==> config.mk <==
export PLATFORM = sky130hd
export DESIGN_NAME = sgc_global_ctrl
export DESIGN_NICKNAME = d
export VERILOG_FILES = /design/src/hdl/sgc_pkg.sv /design/src/hdl/sgc_global_ctrl.sv
export SDC_FILE = /design/constraint.sdc
export NUM_CORES = 1
export LEC_CHECK = 0
export BUFFER_PORTS_ARGS = -buffer_cell sky130_fd_sc_hd__buf_4
export CAP_MARGIN = 20
export CORE_MARGIN = 2
export CORE_UTILIZATION = 55
export DETAILED_ROUTE_END_ITERATION = 10
export GPL_TIMING_DRIVEN = 0
export PLACE_DENSITY = 0.77
export RECOVER_POWER = 25
export SLEW_MARGIN = 20
export SYNTH_ARGS = -nofsm -noshare
export SYNTH_HDL_FRONTEND = slang
export SYNTH_SLANG_ARGS = --single-unit
==> constraint.sdc <==
create_clock -name clock -period 7.65 [get_ports clock]
set_input_delay 1.53 -clock clock [delete_from_list [all_inputs] [get_ports clock]]
set_output_delay 1.53 -clock clock [all_outputs]
set_load 0.01 [all_outputs]
==> src/hdl/sgc_pkg.sv <==
// package: offsets, field positions, reset values and timing for global control 3/4
package sgc_pkg;
  // ----------------------------------------------------------------
  // register map
  // ----------------------------------------------------------------
  localparam logic [7:0] SGC_OFS_FWD = 8'h05;
  localparam logic [7:0] SGC_OFS_MODE = 8'h06;
  localparam logic [7:0] SGC_OFS_STORM_LO = 8'h07;
  localparam logic [7:0] SGC_RST_FWD = 8'h00;
  localparam logic [7:0] SGC_RST_STORM_LO = 8'h63;
  localparam logic [2:0] SGC_RST_STORM_HI = 3'h0;
  localparam logic [2:0] SGC_RSVD_HI = 3'd2;
  localparam logic [2:0] SGC_RSVD_LO = 3'd1;
  // ----------------------------------------------------------------
  // timing at 200 MHz
  // ----------------------------------------------------------------
  localparam int SGC_CLK_MHZ = 200;
  localparam int SGC_INT100_MS = 67;
  localparam int SGC_INT10_MS = 500;
  localparam int SGC_INT100_CYC = SGC_INT100_MS * 1000 * SGC_CLK_MHZ;
  localparam int SGC_INT10_CYC = SGC_INT10_MS * 1000 * SGC_CLK_MHZ;
  localparam int SGC_BLOCK_BYTES = 64;

  // decoded forwarding options
  typedef struct packed {
    logic vlanOn;
    logic igmpSnoop;
    logic mldSnoop;
    logic mldOption;
    logic wfqOn;
    logic [1:0] rsvd;
    logic sniffAnd;
  } sgc_fwd_s;

  // decoded port mode and storm high bits
  typedef struct packed {
    logic repeaterOn;
    logic miiHalfDuplex;
    logic miiFlowCtrl;
    logic miiTenMbps;
    logic nullVidReplace;
    logic [2:0] stormHigh;
  } sgc_mode_s;
endpackage

==> src/hdl/sgc_global_ctrl.sv <==
// global control registers 5..7 with queue arbiter, sniff match, null-vid and storm limiter
`timescale 1ns/1ps
module sgc_global_ctrl
  import sgc_pkg::*;
#(
  parameter int NPORT = 3,
  parameter int INT100_CYC = SGC_INT100_CYC,
  parameter int INT10_CYC = SGC_INT10_CYC
) (
  // clock and reset
  input wire logic clock,
  input wire logic resetn,
  // strap pins, sampled on the edge just after reset release
  input wire logic mii_duplex_strap_pin,
  input wire logic mii_flow_strap_pin,
  input wire logic mii_speed_strap_pin,
  // register port
  input wire logic regWrite,
  input wire logic regRead,
  input wire logic [7:0] regAddr,
  input wire logic [7:0] regWdata,
  output logic [7:0] regRdata,
  output logic regAck,
  // decoded configuration
  output sgc_fwd_s fwdCfg,
  output sgc_mode_s modeCfg,
  // egress queue arbiter
  input wire logic [3:0] queueBusy,
  input wire logic txSlotReq,
  output logic [1:0] txQueue,
  output logic txQueueValid,
  // sniff match
  input wire logic sniffSrcHit,
  input wire logic sniffDstHit,
  output logic sniffMirror,
  // null vid replacement
  input wire logic [11:0] frameVid,
  input wire logic [11:0] portVid,
  output logic [11:0] outVid,
  // storm limiter, one block pulse per 64 bytes per port
  input wire logic [NPORT-1:0] stormBlock,
  output logic [NPORT-1:0] stormDrop
);
  // ----------------------------------------------------------------
  // reset release and strap capture
  // ----------------------------------------------------------------
  logic rstMeta, rstSync;
  logic [2:0] strapMeta, strapSync;
  logic strapsLoaded;
  logic [7:0] storm;

  // reset released through two flops
  always_ff @(posedge clock or negedge resetn) begin
    if (!resetn) begin
      rstMeta <= 1'b0;
      rstSync <= 1'b0;
    end else begin
      rstMeta <= 1'b1;
      rstSync <= rstMeta;
    end
  end

  // straps sampled every edge, synchronised first; the value loaded is the one sampled just after resetn releases
  always_ff @(posedge clock) begin
    strapMeta <= {mii_duplex_strap_pin, mii_flow_strap_pin, mii_speed_strap_pin};
    strapSync <= strapMeta;
  end

  // ----------------------------------------------------------------
  // registers
  // ----------------------------------------------------------------
  // forwarding options; reserved bits kept as written, software leaves them 00
  always_ff @(posedge clock or negedge rstSync) begin
    if (!rstSync) begin
      fwdCfg <= SGC_RST_FWD;
    end else if (regWrite && regAddr == SGC_OFS_FWD) begin
      fwdCfg <= regWdata;
    end
  end

  // mode register; straps loaded on the first edge after release
  always_ff @(posedge clock or negedge rstSync) begin
    if (!rstSync) begin
      modeCfg <= '0;
      strapsLoaded <= 1'b0;
    end else begin
      strapsLoaded <= 1'b1;
      if (!strapsLoaded) begin
        modeCfg.miiHalfDuplex <= strapSync[2];
        modeCfg.miiFlowCtrl <= strapSync[1];
        modeCfg.miiTenMbps <= strapSync[0];
      end else if (regWrite && regAddr == SGC_OFS_MODE) begin
        modeCfg <= regWdata;
      end
    end
  end

  // low storm byte
  always_ff @(posedge clock or negedge rstSync) begin
    if (!rstSync) begin
      storm <= SGC_RST_STORM_LO;
    end else if (regWrite && regAddr == SGC_OFS_STORM_LO) begin
      storm <= regWdata;
    end
  end

  // read path, unmapped offsets read zero
  always_ff @(posedge clock or negedge rstSync) begin
    if (!rstSync) begin
      regRdata <= 8'h00;
      regAck <= 1'b0;
    end else begin
      regAck <= regRead | regWrite;
      case (regAddr)
        SGC_OFS_FWD: regRdata <= fwdCfg;
        SGC_OFS_MODE: regRdata <= modeCfg;
        SGC_OFS_STORM_LO: regRdata <= storm;
        default: regRdata <= 8'h00;
      endcase
    end
  end

  // ----------------------------------------------------------------
  // egress queue arbiter
  // ----------------------------------------------------------------
  // highest busy queue
  function automatic logic [1:0] topQueue(input logic [3:0] busy);
    topQueue = 2'd0;
    for (int i = 0; i < 4; i++) begin
      if (busy[i]) topQueue = 2'(i);
    end
  endfunction

  logic [3:0] credit [4];
  logic [3:0] next_credit [4];
  logic [1:0] pick;
  logic anyCredit;

  // weights 8:4:2:1, each empty queue donates one unit to the top queue
  always_comb begin
    logic [3:0] extra;
    extra = 4'd0;
    for (int i = 0; i < 4; i++) begin
      if (!queueBusy[i]) extra = extra + 4'd1;
    end
    for (int i = 0; i < 4; i++) begin
      next_credit[i] = queueBusy[i] ? 4'(4'd1 << i) : 4'd0;
      if (queueBusy[i] && 2'(i) == topQueue(queueBusy)) begin
        next_credit[i] = 4'(next_credit[i] + extra);
      end
    end
  end

  // pick the highest queue with credit left; strict mode ignores credit
  always_comb begin
    pick = topQueue(queueBusy);
    anyCredit = 1'b0;
    for (int i = 0; i < 4; i++) begin
      if (queueBusy[i] && credit[i] != 4'd0) begin
        pick = 2'(i);
        anyCredit = 1'b1;
      end
    end
    if (!fwdCfg.wfqOn) pick = topQueue(queueBusy);
  end

  // credits refilled when the round is spent
  always_ff @(posedge clock or negedge rstSync) begin
    if (!rstSync) begin
      for (int i = 0; i < 4; i++) credit[i] <= 4'd0;
      txQueue <= 2'd0;
      txQueueValid <= 1'b0;
    end else begin
      txQueueValid <= txSlotReq && (queueBusy != 4'd0);
      if (txSlotReq && queueBusy != 4'd0) begin
        if (fwdCfg.wfqOn && !anyCredit) begin
          // round spent: reload and serve the top queue from the fresh round
          for (int i = 0; i < 4; i++) credit[i] <= next_credit[i];
          credit[topQueue(queueBusy)] <= 4'(next_credit[topQueue(queueBusy)] - 4'd1);
          txQueue <= topQueue(queueBusy);
        end else begin
          if (fwdCfg.wfqOn) credit[pick] <= credit[pick] - 4'd1;
          txQueue <= pick;
        end
      end
    end
  end

  // ----------------------------------------------------------------
  // sniff match and null vid
  // ----------------------------------------------------------------
  always_ff @(posedge clock or negedge rstSync) begin
    if (!rstSync) begin
      sniffMirror <= 1'b0;
      outVid <= 12'h000;
    end else begin
      sniffMirror <= fwdCfg.sniffAnd ? (sniffSrcHit & sniffDstHit)
                                     : (sniffSrcHit | sniffDstHit);
      outVid <= (modeCfg.nullVidReplace && frameVid == 12'h000) ? portVid : frameVid;
    end
  end

  // ----------------------------------------------------------------
  // broadcast storm limiter
  // ----------------------------------------------------------------
  logic [10:0] stormLimit;
  logic [31:0] tick;
  logic intervalEnd;
  assign stormLimit = {modeCfg.stormHigh, storm};
  assign intervalEnd = (tick == 32'd0);

  // interval length follows the MII speed bit
  always_ff @(posedge clock or negedge rstSync) begin
    if (!rstSync) begin
      tick <= 32'(INT100_CYC - 1);
    end else if (intervalEnd) begin
      tick <= modeCfg.miiTenMbps ? 32'(INT10_CYC - 1) : 32'(INT100_CYC - 1);
    end else begin
      tick <= tick - 32'd1;
    end
  end

  // per-port block counters; drop once the allowance is used up
  genvar p;
  generate
    for (p = 0; p < NPORT; p++) begin : gPort
      logic [11:0] blocks;
      always_ff @(posedge clock or negedge rstSync) begin
        if (!rstSync) begin
          blocks <= 12'h000;
          stormDrop[p] <= 1'b0;
        end else if (intervalEnd) begin
          blocks <= 12'h000;
          stormDrop[p] <= 1'b0;
        end else begin
          if (stormBlock[p] && blocks != 12'hfff) blocks <= blocks + 12'h001;
          stormDrop[p] <= (blocks >= {1'b0, stormLimit});
        end
      end
    end
  endgenerate

  // ----------------------------------------------------------------
  // checks
  // ----------------------------------------------------------------
  a_sniff_and: assert property (@(posedge clock) disable iff (!rstSync)
    fwdCfg.sniffAnd && !(sniffSrcHit && sniffDstHit) |=> !sniffMirror)
    else $error("and-mode sniff mirrored without both hits");
  a_sniff_or: assert property (@(posedge clock) disable iff (!rstSync)
    !fwdCfg.sniffAnd && (sniffSrcHit || sniffDstHit) |=> sniffMirror)
    else $error("or-mode sniff missed a hit");
  a_strict_top: assert property (@(posedge clock) disable iff (!rstSync)
    !fwdCfg.wfqOn && txSlotReq && queueBusy[3] |=> txQueue == 2'd3)
    else $error("strict priority skipped top queue");
  a_null_vid: assert property (@(posedge clock) disable iff (!rstSync)
    modeCfg.nullVidReplace && frameVid == 12'h000 |=> outVid == $past(portVid))
    else $error("null vid not replaced");
  a_no_replace: assert property (@(posedge clock) disable iff (!rstSync)
    !modeCfg.nullVidReplace |=> outVid == $past(frameVid))
    else $error("vid altered while replacement off");
  a_strap_load: assert property (@(posedge clock) disable iff (!rstSync)
    !strapsLoaded |=> modeCfg.miiHalfDuplex == $past(strapSync[2]))
    else $error("duplex strap not loaded");
  a_storm_reset: assert property (@(posedge clock) disable iff (!rstSync)
    $rose(strapsLoaded) |-> storm == SGC_RST_STORM_LO && modeCfg.stormHigh == 3'h0)
    else $error("storm rate reset value wrong");
  a_fwd_write: assert property (@(posedge clock) disable iff (!rstSync)
    regWrite && regAddr == SGC_OFS_FWD ##1 regRead && regAddr == SGC_OFS_FWD && !regWrite
    |=> regRdata == $past(regWdata, 2))
    else $error("forwarding register readback mismatch");
  a_wfq_share: assert property (@(posedge clock) disable iff (!rstSync)
    fwdCfg.wfqOn && txSlotReq && queueBusy == 4'hf && credit[3] != 4'd0 |=> txQueue == 2'd3)
    else $error("q3 credit not served first");

  c_wfq: cover property (@(posedge clock) disable iff (!rstSync)
    fwdCfg.wfqOn && txQueueValid && txQueue == 2'd0);
  c_drop: cover property (@(posedge clock) disable iff (!rstSync) stormDrop[0]);
  c_mirror: cover property (@(posedge clock) disable iff (!rstSync)
    fwdCfg.sniffAnd && sniffMirror);
endmodule

# ---- Yosys cells after proc, flatten, opt, wreduce, memory -nomap -nowiden
# Index checks and enable logic that the tools add are counted.
dict set report classes {
  n_reduce_logical 34
  n_eq_ne 10
  magnitude_cmp 7
  add_sub_neg 13
  bitwise_logic 5
  muxes 57
}
# op count
set op_table {}
lappend op_table {{12-bit two-way mux} 7}
lappend op_table {{4-bit two-way mux} 14}
lappend op_table {{12-bit by 1-bit adder with 12-bit output (second input constant)} 3}
lappend op_table {{12-bit by 11-bit >= comparator with 1-bit output} 3}
lappend op_table {{12-bit inequality test (second input constant)} 3}
lappend op_table {{16-bit bitwise mux} 2}
lappend op_table {{32-bit zero test} 1}
lappend op_table {{16-bit two-way mux} 2}
lappend op_table {{32-bit two-way mux} 1}
lappend op_table {{32-bit by 1-bit subtractor with 32-bit output (second input constant)} 1}
lappend op_table {{27-bit two-way mux} 1}
lappend op_table {{8-bit by 3-bit equality test with 1-bit output (second input constant)} 3}
lappend op_table {{8-bit case mux with 3 select lines} 1}
lappend op_table {{2-bit two-way mux} 11}
lappend op_table {{4-bit nonzero test} 5}
lappend op_table {{1-bit logical AND} 19}
lappend op_table {{4-bit binary-select mux with 2-bit select} 2}
lappend op_table {{4-bit demux with 2-bit select} 2}
lappend op_table {{4-bit by 1-bit adder with 4-bit output (second input constant)} 3}
lappend op_table {{12-bit zero test} 1}
lappend op_table {{1-bit two-way mux} 11}
lappend op_table {{2-bit nonzero test} 4}
lappend op_table {{4-bit by 1-bit subtractor with 4-bit output (second input constant)} 2}
lappend op_table {{7-bit two-way mux} 1}
lappend op_table {{16 further kinds} 23}
dict set report totals {
  in_bits 57
  out_inout_bits 44
  reg_bits 145
}

# ---- Longest topological paths before layout
dict set report depth {
  ltp_word 17
  mapped_depth 15
  mapped_depth_nobuf 15
}

# ---- Least setup slack after synthesis
# Ideal clock, no wire load.
dict set report synth_timing {
  kind {input to register}
  startpoint {input queueBusy[0]}
  endpoint {register credit[6] in the netlist's numbering}
  path_buffers 0
  slack_ps 3145
  cell_stages 14
  t_arrival_ps 4384
  path_cell_list {inv_1 -> ha_1 -> xnor2_1 -> ha_1 -> mux2_2 -> ha_1 -> ha_1 -> a221oi_1 -> o31ai_1 -> a32oi_1 -> xor2_1 -> nor2b_1 -> o32ai_1 -> a22o_1}
}
dict set report synth_via {
  elab_chain_len 15
}
# element line
set synth_rtl {}
lappend synth_rtl {{start: declaration} sgc_global_ctrl.sv:28} ;# input wire logic [3:0] queueBusy,
lappend synth_rtl {{1-bit two-way mux} sgc_global_ctrl.sv:144} ;# if (!queueBusy[i]) extra = extra + 4'd1;
lappend synth_rtl {{4-bit by 1-bit adder with 4-bit output} sgc_global_ctrl.sv:144}
lappend synth_rtl {{4-bit two-way mux} sgc_global_ctrl.sv:144}
lappend synth_rtl {{4-bit by 1-bit adder with 4-bit output} sgc_global_ctrl.sv:144}
lappend synth_rtl {{4-bit two-way mux} sgc_global_ctrl.sv:144}
lappend synth_rtl {{4-bit by 1-bit adder with 4-bit output} sgc_global_ctrl.sv:144}
lappend synth_rtl {{4-bit two-way mux} sgc_global_ctrl.sv:144}
lappend synth_rtl {{4-bit adder (tied with other cells)} sgc_global_ctrl.sv:149} ;# next_credit[i] = 4'(next_credit[i] + extra);
lappend synth_rtl {{4-bit two-way mux} sgc_global_ctrl.sv:148} ;# if (queueBusy[i] && 2'(i) == topQueue(queueBusy)) begin
lappend synth_rtl {{4-bit binary-select mux with 2-bit select} sgc_global_ctrl.sv:179} ;# credit[topQueue(queueBusy)] <= 4'(next_credit[topQueue(queueBusy)] - 4'd1);
lappend synth_rtl {{4-bit two-way mux (implied by the code) (2 in series)} sgc_global_ctrl.sv:179}
lappend synth_rtl {{4-bit by 1-bit subtractor with 4-bit output} sgc_global_ctrl.sv:179}
lappend synth_rtl {{16-bit bitwise mux} sgc_global_ctrl.sv:179}
lappend synth_rtl {{16-bit two-way mux} sgc_global_ctrl.sv:176} ;# if (fwdCfg.wfqOn && !anyCredit) begin
lappend synth_rtl {{end signal: indexed assignment} sgc_global_ctrl.sv:179}
lappend synth_rtl {{end signal: indexed assignment} sgc_global_ctrl.sv:182} ;# if (fwdCfg.wfqOn) credit[pick] <= credit[pick] - 4'd1;
lappend synth_rtl {{end: declaration} sgc_global_ctrl.sv:134} ;# logic [3:0] credit [4];
# Several ways; a longest one is shown, not always the timed one. The select of a mux whose other input is x is not followed.
# A chain may end at the register's enable or synchronous reset.

# ---- Worst setup path after layout
dict set report layout_timing {
  startpoint {input queueBusy[0]}
  endpoint {register credit[15] in the netlist's numbering}
}
# Same word-level chain as after synthesis.

==> impl_results.md <==
* Clk Latency, worst-skew pair at 430 ps
* YS warnings at 0
* Number of sinks on the clock net at 145
* Finished Layout Cells at 1080
* Reg clk slew, reported paths at 70 ps
* Final core utilization at 67.4%
* Setup WS post-layout at 2590 ps
* Maxcap violations at 1
* H-tree Lvls at 4
* Via count at 6095
* Vias per inst at 5.64
* GP Congestion at 0.950
* Initial Util at 55.8%
* Status: finished with violations
* Pleak at 4.37 nW
* Arrival @ worst endpoint at 5400 ps
* Core area at 0.0137 sq mm
* Sequential fraction of the synthesis area at 47.4%
* Post-Place Cells at 1048
* Die area at 0.0149 sq mm
* Worst EP required at 7990 ps
* Final nets at 992
* Cts bufs inserted at 17
* CP max stage delay at 520 ps
* Post-CTS sizing at 0
* Largest net degree at the start of global routing at 56
* Fmax at 198 MHz
* Post-Syn Instances at 767
* # setup viols final at 0
* Min Tclk post-route at 5060 ps
* Hold Violations, Final at 0
* Crit path max fanout at 9
* Grt total ovfl at 0
* Reg2reg path depth at 1
* Post-synth EDFFs at 0
* RR Startpoint: rstSync
* Async set-reset flop share out of synthesis at 95.9%
* Hold crit path type: register to register
* Global-route wire length before repair at 29100 microns
* Setup CP Type: input pin to register
* Unrepaired setup endpoints after global routing: false
* Worst Hold Launch: strapMeta[2]
* Post-CTS Setup Inserts at 0
* Hold_ws at 329 ps
* DR pass1 iterations at 5
* Layout cells sized above 1 at 21.0%
* Max_slew headroom at -84.3%
* CTS Hold Bufs at 0
* Pre-CTS setup slack at 2260 ps
* Detailed-route wire length at 17600 microns
* CP most frequent cell: ha_1
* Crit end category: register
* Top-area cell type share of the netlist area at 38.6%
* Clock buffer depth at 2
* Iteration-0 DRC Markers at 482
* Clock root cell: clkbuf_16
* Post-synth cell types at 61
* Die W at 122 microns
* Max Slew Vio Count at 50
* Commonest cells after routing, fill and taps aside: dfrtp_1, nor2_1, buf_4, nand2_1, ha_1
* Routed wire per std cell at 16.3 microns
* Part of the cycle the worst path needs at 66.2%
* Critical path, cell by cell: buf_4, inv_1, ha_1, xnor2_1, ha_1, mux2_2, ha_1, ha_1, a221oi_1, o31ai_1, a32oi_1, nand3_1, xnor2_1, nand3_1, o22ai_1
* Area leader, netlist: dfrtp_1
* DRC viols at 0
* Synthesized area at 0.00765 sq mm
* R2R setup slack at 3890 ps
* Top cells by area, synth: dfrtp_1, ha_1, dfstp_2, nor2_1, xor2_1
* Total GRT Usage at 25.2%
* Failing checks: capacitance limit, slew limit
* Seq cells post-synth at 145
* PwrDens at 272 mW/mm^2
* Worst Hold Path Cells at 0
* Peak VDD IR at 0.000190 V
* Crit path launch type: input pin
* Vias in the first global route at 5908
* TritonCTS clock tree: built
* Initial antenna violation count at 0
* Worst-margin pin slew at 2760 ps
* Dpl hpwl at 12600 microns
* Worst Hold End: strapSync[2]
* Clock Skew at 10.3 ps
* Mapped Avg Cell Area at 9.98 sq um
* Synth Flop Type: dfrtp_1
* Critical Path Slowest Stage Cell: xnor2_1
* Die height at 122 microns
* Antenna viol nets, final at 0
* Commonest non-fill, non-tap cell in the layout: dfrtp_1
* Boundary Pins at 101
* Buffers on Ports at 98
* # diodes at 0
* Synthesis-to-layout area growth at 20.9%
* Setup tns final at 0 ps
* Critical R2R Capture: outVid[3]
* Std-Cell Rows at 43
[report_power, final]
part | leakage, nW | switching, W | internal (W)
registers | 1.75 | 0.000112 | 0.000875
clock network | 0.299 | 0.000377 | 0.000471
logic | 2.32 | 0.000381 | 0.000304
[synth_stat cells, types with 3 or more instances]
library cell    n
ha_1           48
o22ai_1         3
o21ai_0        36
nand2b_1        3
mux2i_1        13
a211o_1         4
and3_1          8
nand4_1         9
o31ai_1         5
a32oi_1         3
clkbuf_1       13
nand2_1        65
or3_1          12
or4_1           7
nand3_1        22
or2_2           4
dfstp_2        21
a21oi_1        36
nor3_1         17
dfxtp_1         6
mux2_2         22
nor2b_1         8
a22oi_1         9
xor2_1         33
inv_1          32
nand3b_1        4
a21o_1         20
nor2_1         98
buf_2           4
nor4_1         14
xnor2_1        28
and2_1          3
dfrtp_1       118
o21a_1          5
o41a_1          3
[worst max path at each step]
stage	end	startpoint	slack, ps	cells after the start
3_5_place_dp	credit[15]	queueBusy[0]	2260	15
6_report	credit[15]	queueBusy[0]	2590	15
5_1_grt	credit[15]	queueBusy[0]	2450	15
2_1_floorplan	credit[6]	queueBusy[0]	3140	14
4_1_cts	credit[15]	queueBusy[0]	2700	15
3_3_place_gp	tick[16]	rstSync	2010	0
[through the flow]
stage	instance area, sq um	power [W]
floorplan	7660	0.00147
global placement	8620	0.00165
detailed placement	8680	0.00167
CTS	9280	0.00253
global route	9250	0.00267
finish	9250	0.00252
[state kept, by name, indices dropped and copies added, names as in the netlist, 2 cells and up]
| register | flops |
|---|---|
| txQueue | 2 |
| fwdCfg | 8 |
| tick | 32 |
| regRdata | 8 |
| modeCfg | 8 |
| gPort.blocks | 36 |
| strapMeta | 3 |
| storm | 8 |
| stormDrop | 3 |
| credit | 16 |
| outVid | 12 |
| strapSync | 3 |
[final cells by class]
type	count	area (sq um)
Sequential cell	145	3620
Clock buffer	17	425
Fill cell	1094	4470
Tap cell	180	225
Multi-Input combinational cell	572	3820
Inverter	32	120
Timing Repair Buffer	100	763
Buffer	19	87.6
Clock inverter	15	180
[cells by family (layout without fill, tap and decap cells)]
group	Yosys count	in the layout	share of synthesized area, %
buf+inv	51	183	2.71
mux	35	35	4.94
other cells	1	2	0.0490
simple gates	283	283	17.7
xor+xnor	61	61	6.98
flops	145	145	47.4
fa+ha+maj	48	48	7.85
compound gates	143	143	12.4
[worst max-delay path, delay by kind of cell]
family	cells	cell delay, ps
fa+ha+maj	4	1130
buf+inv	2	230
mux	1	300
simple gates	2	280
xor+xnor	2	970
compound gates	4	940
[metal layers]
layer	share of wire [%]	vias up	wire length, microns	GRT usage, %
met3	3.9	23	684	5.66
met1	45	2985	7940	33.4
li1	-	2953	-	-
met5	0	-	0	0
met2	49	134	8630	41.0
met4	2.0	0	346	8.55
(Power assumes the default switching activity.)
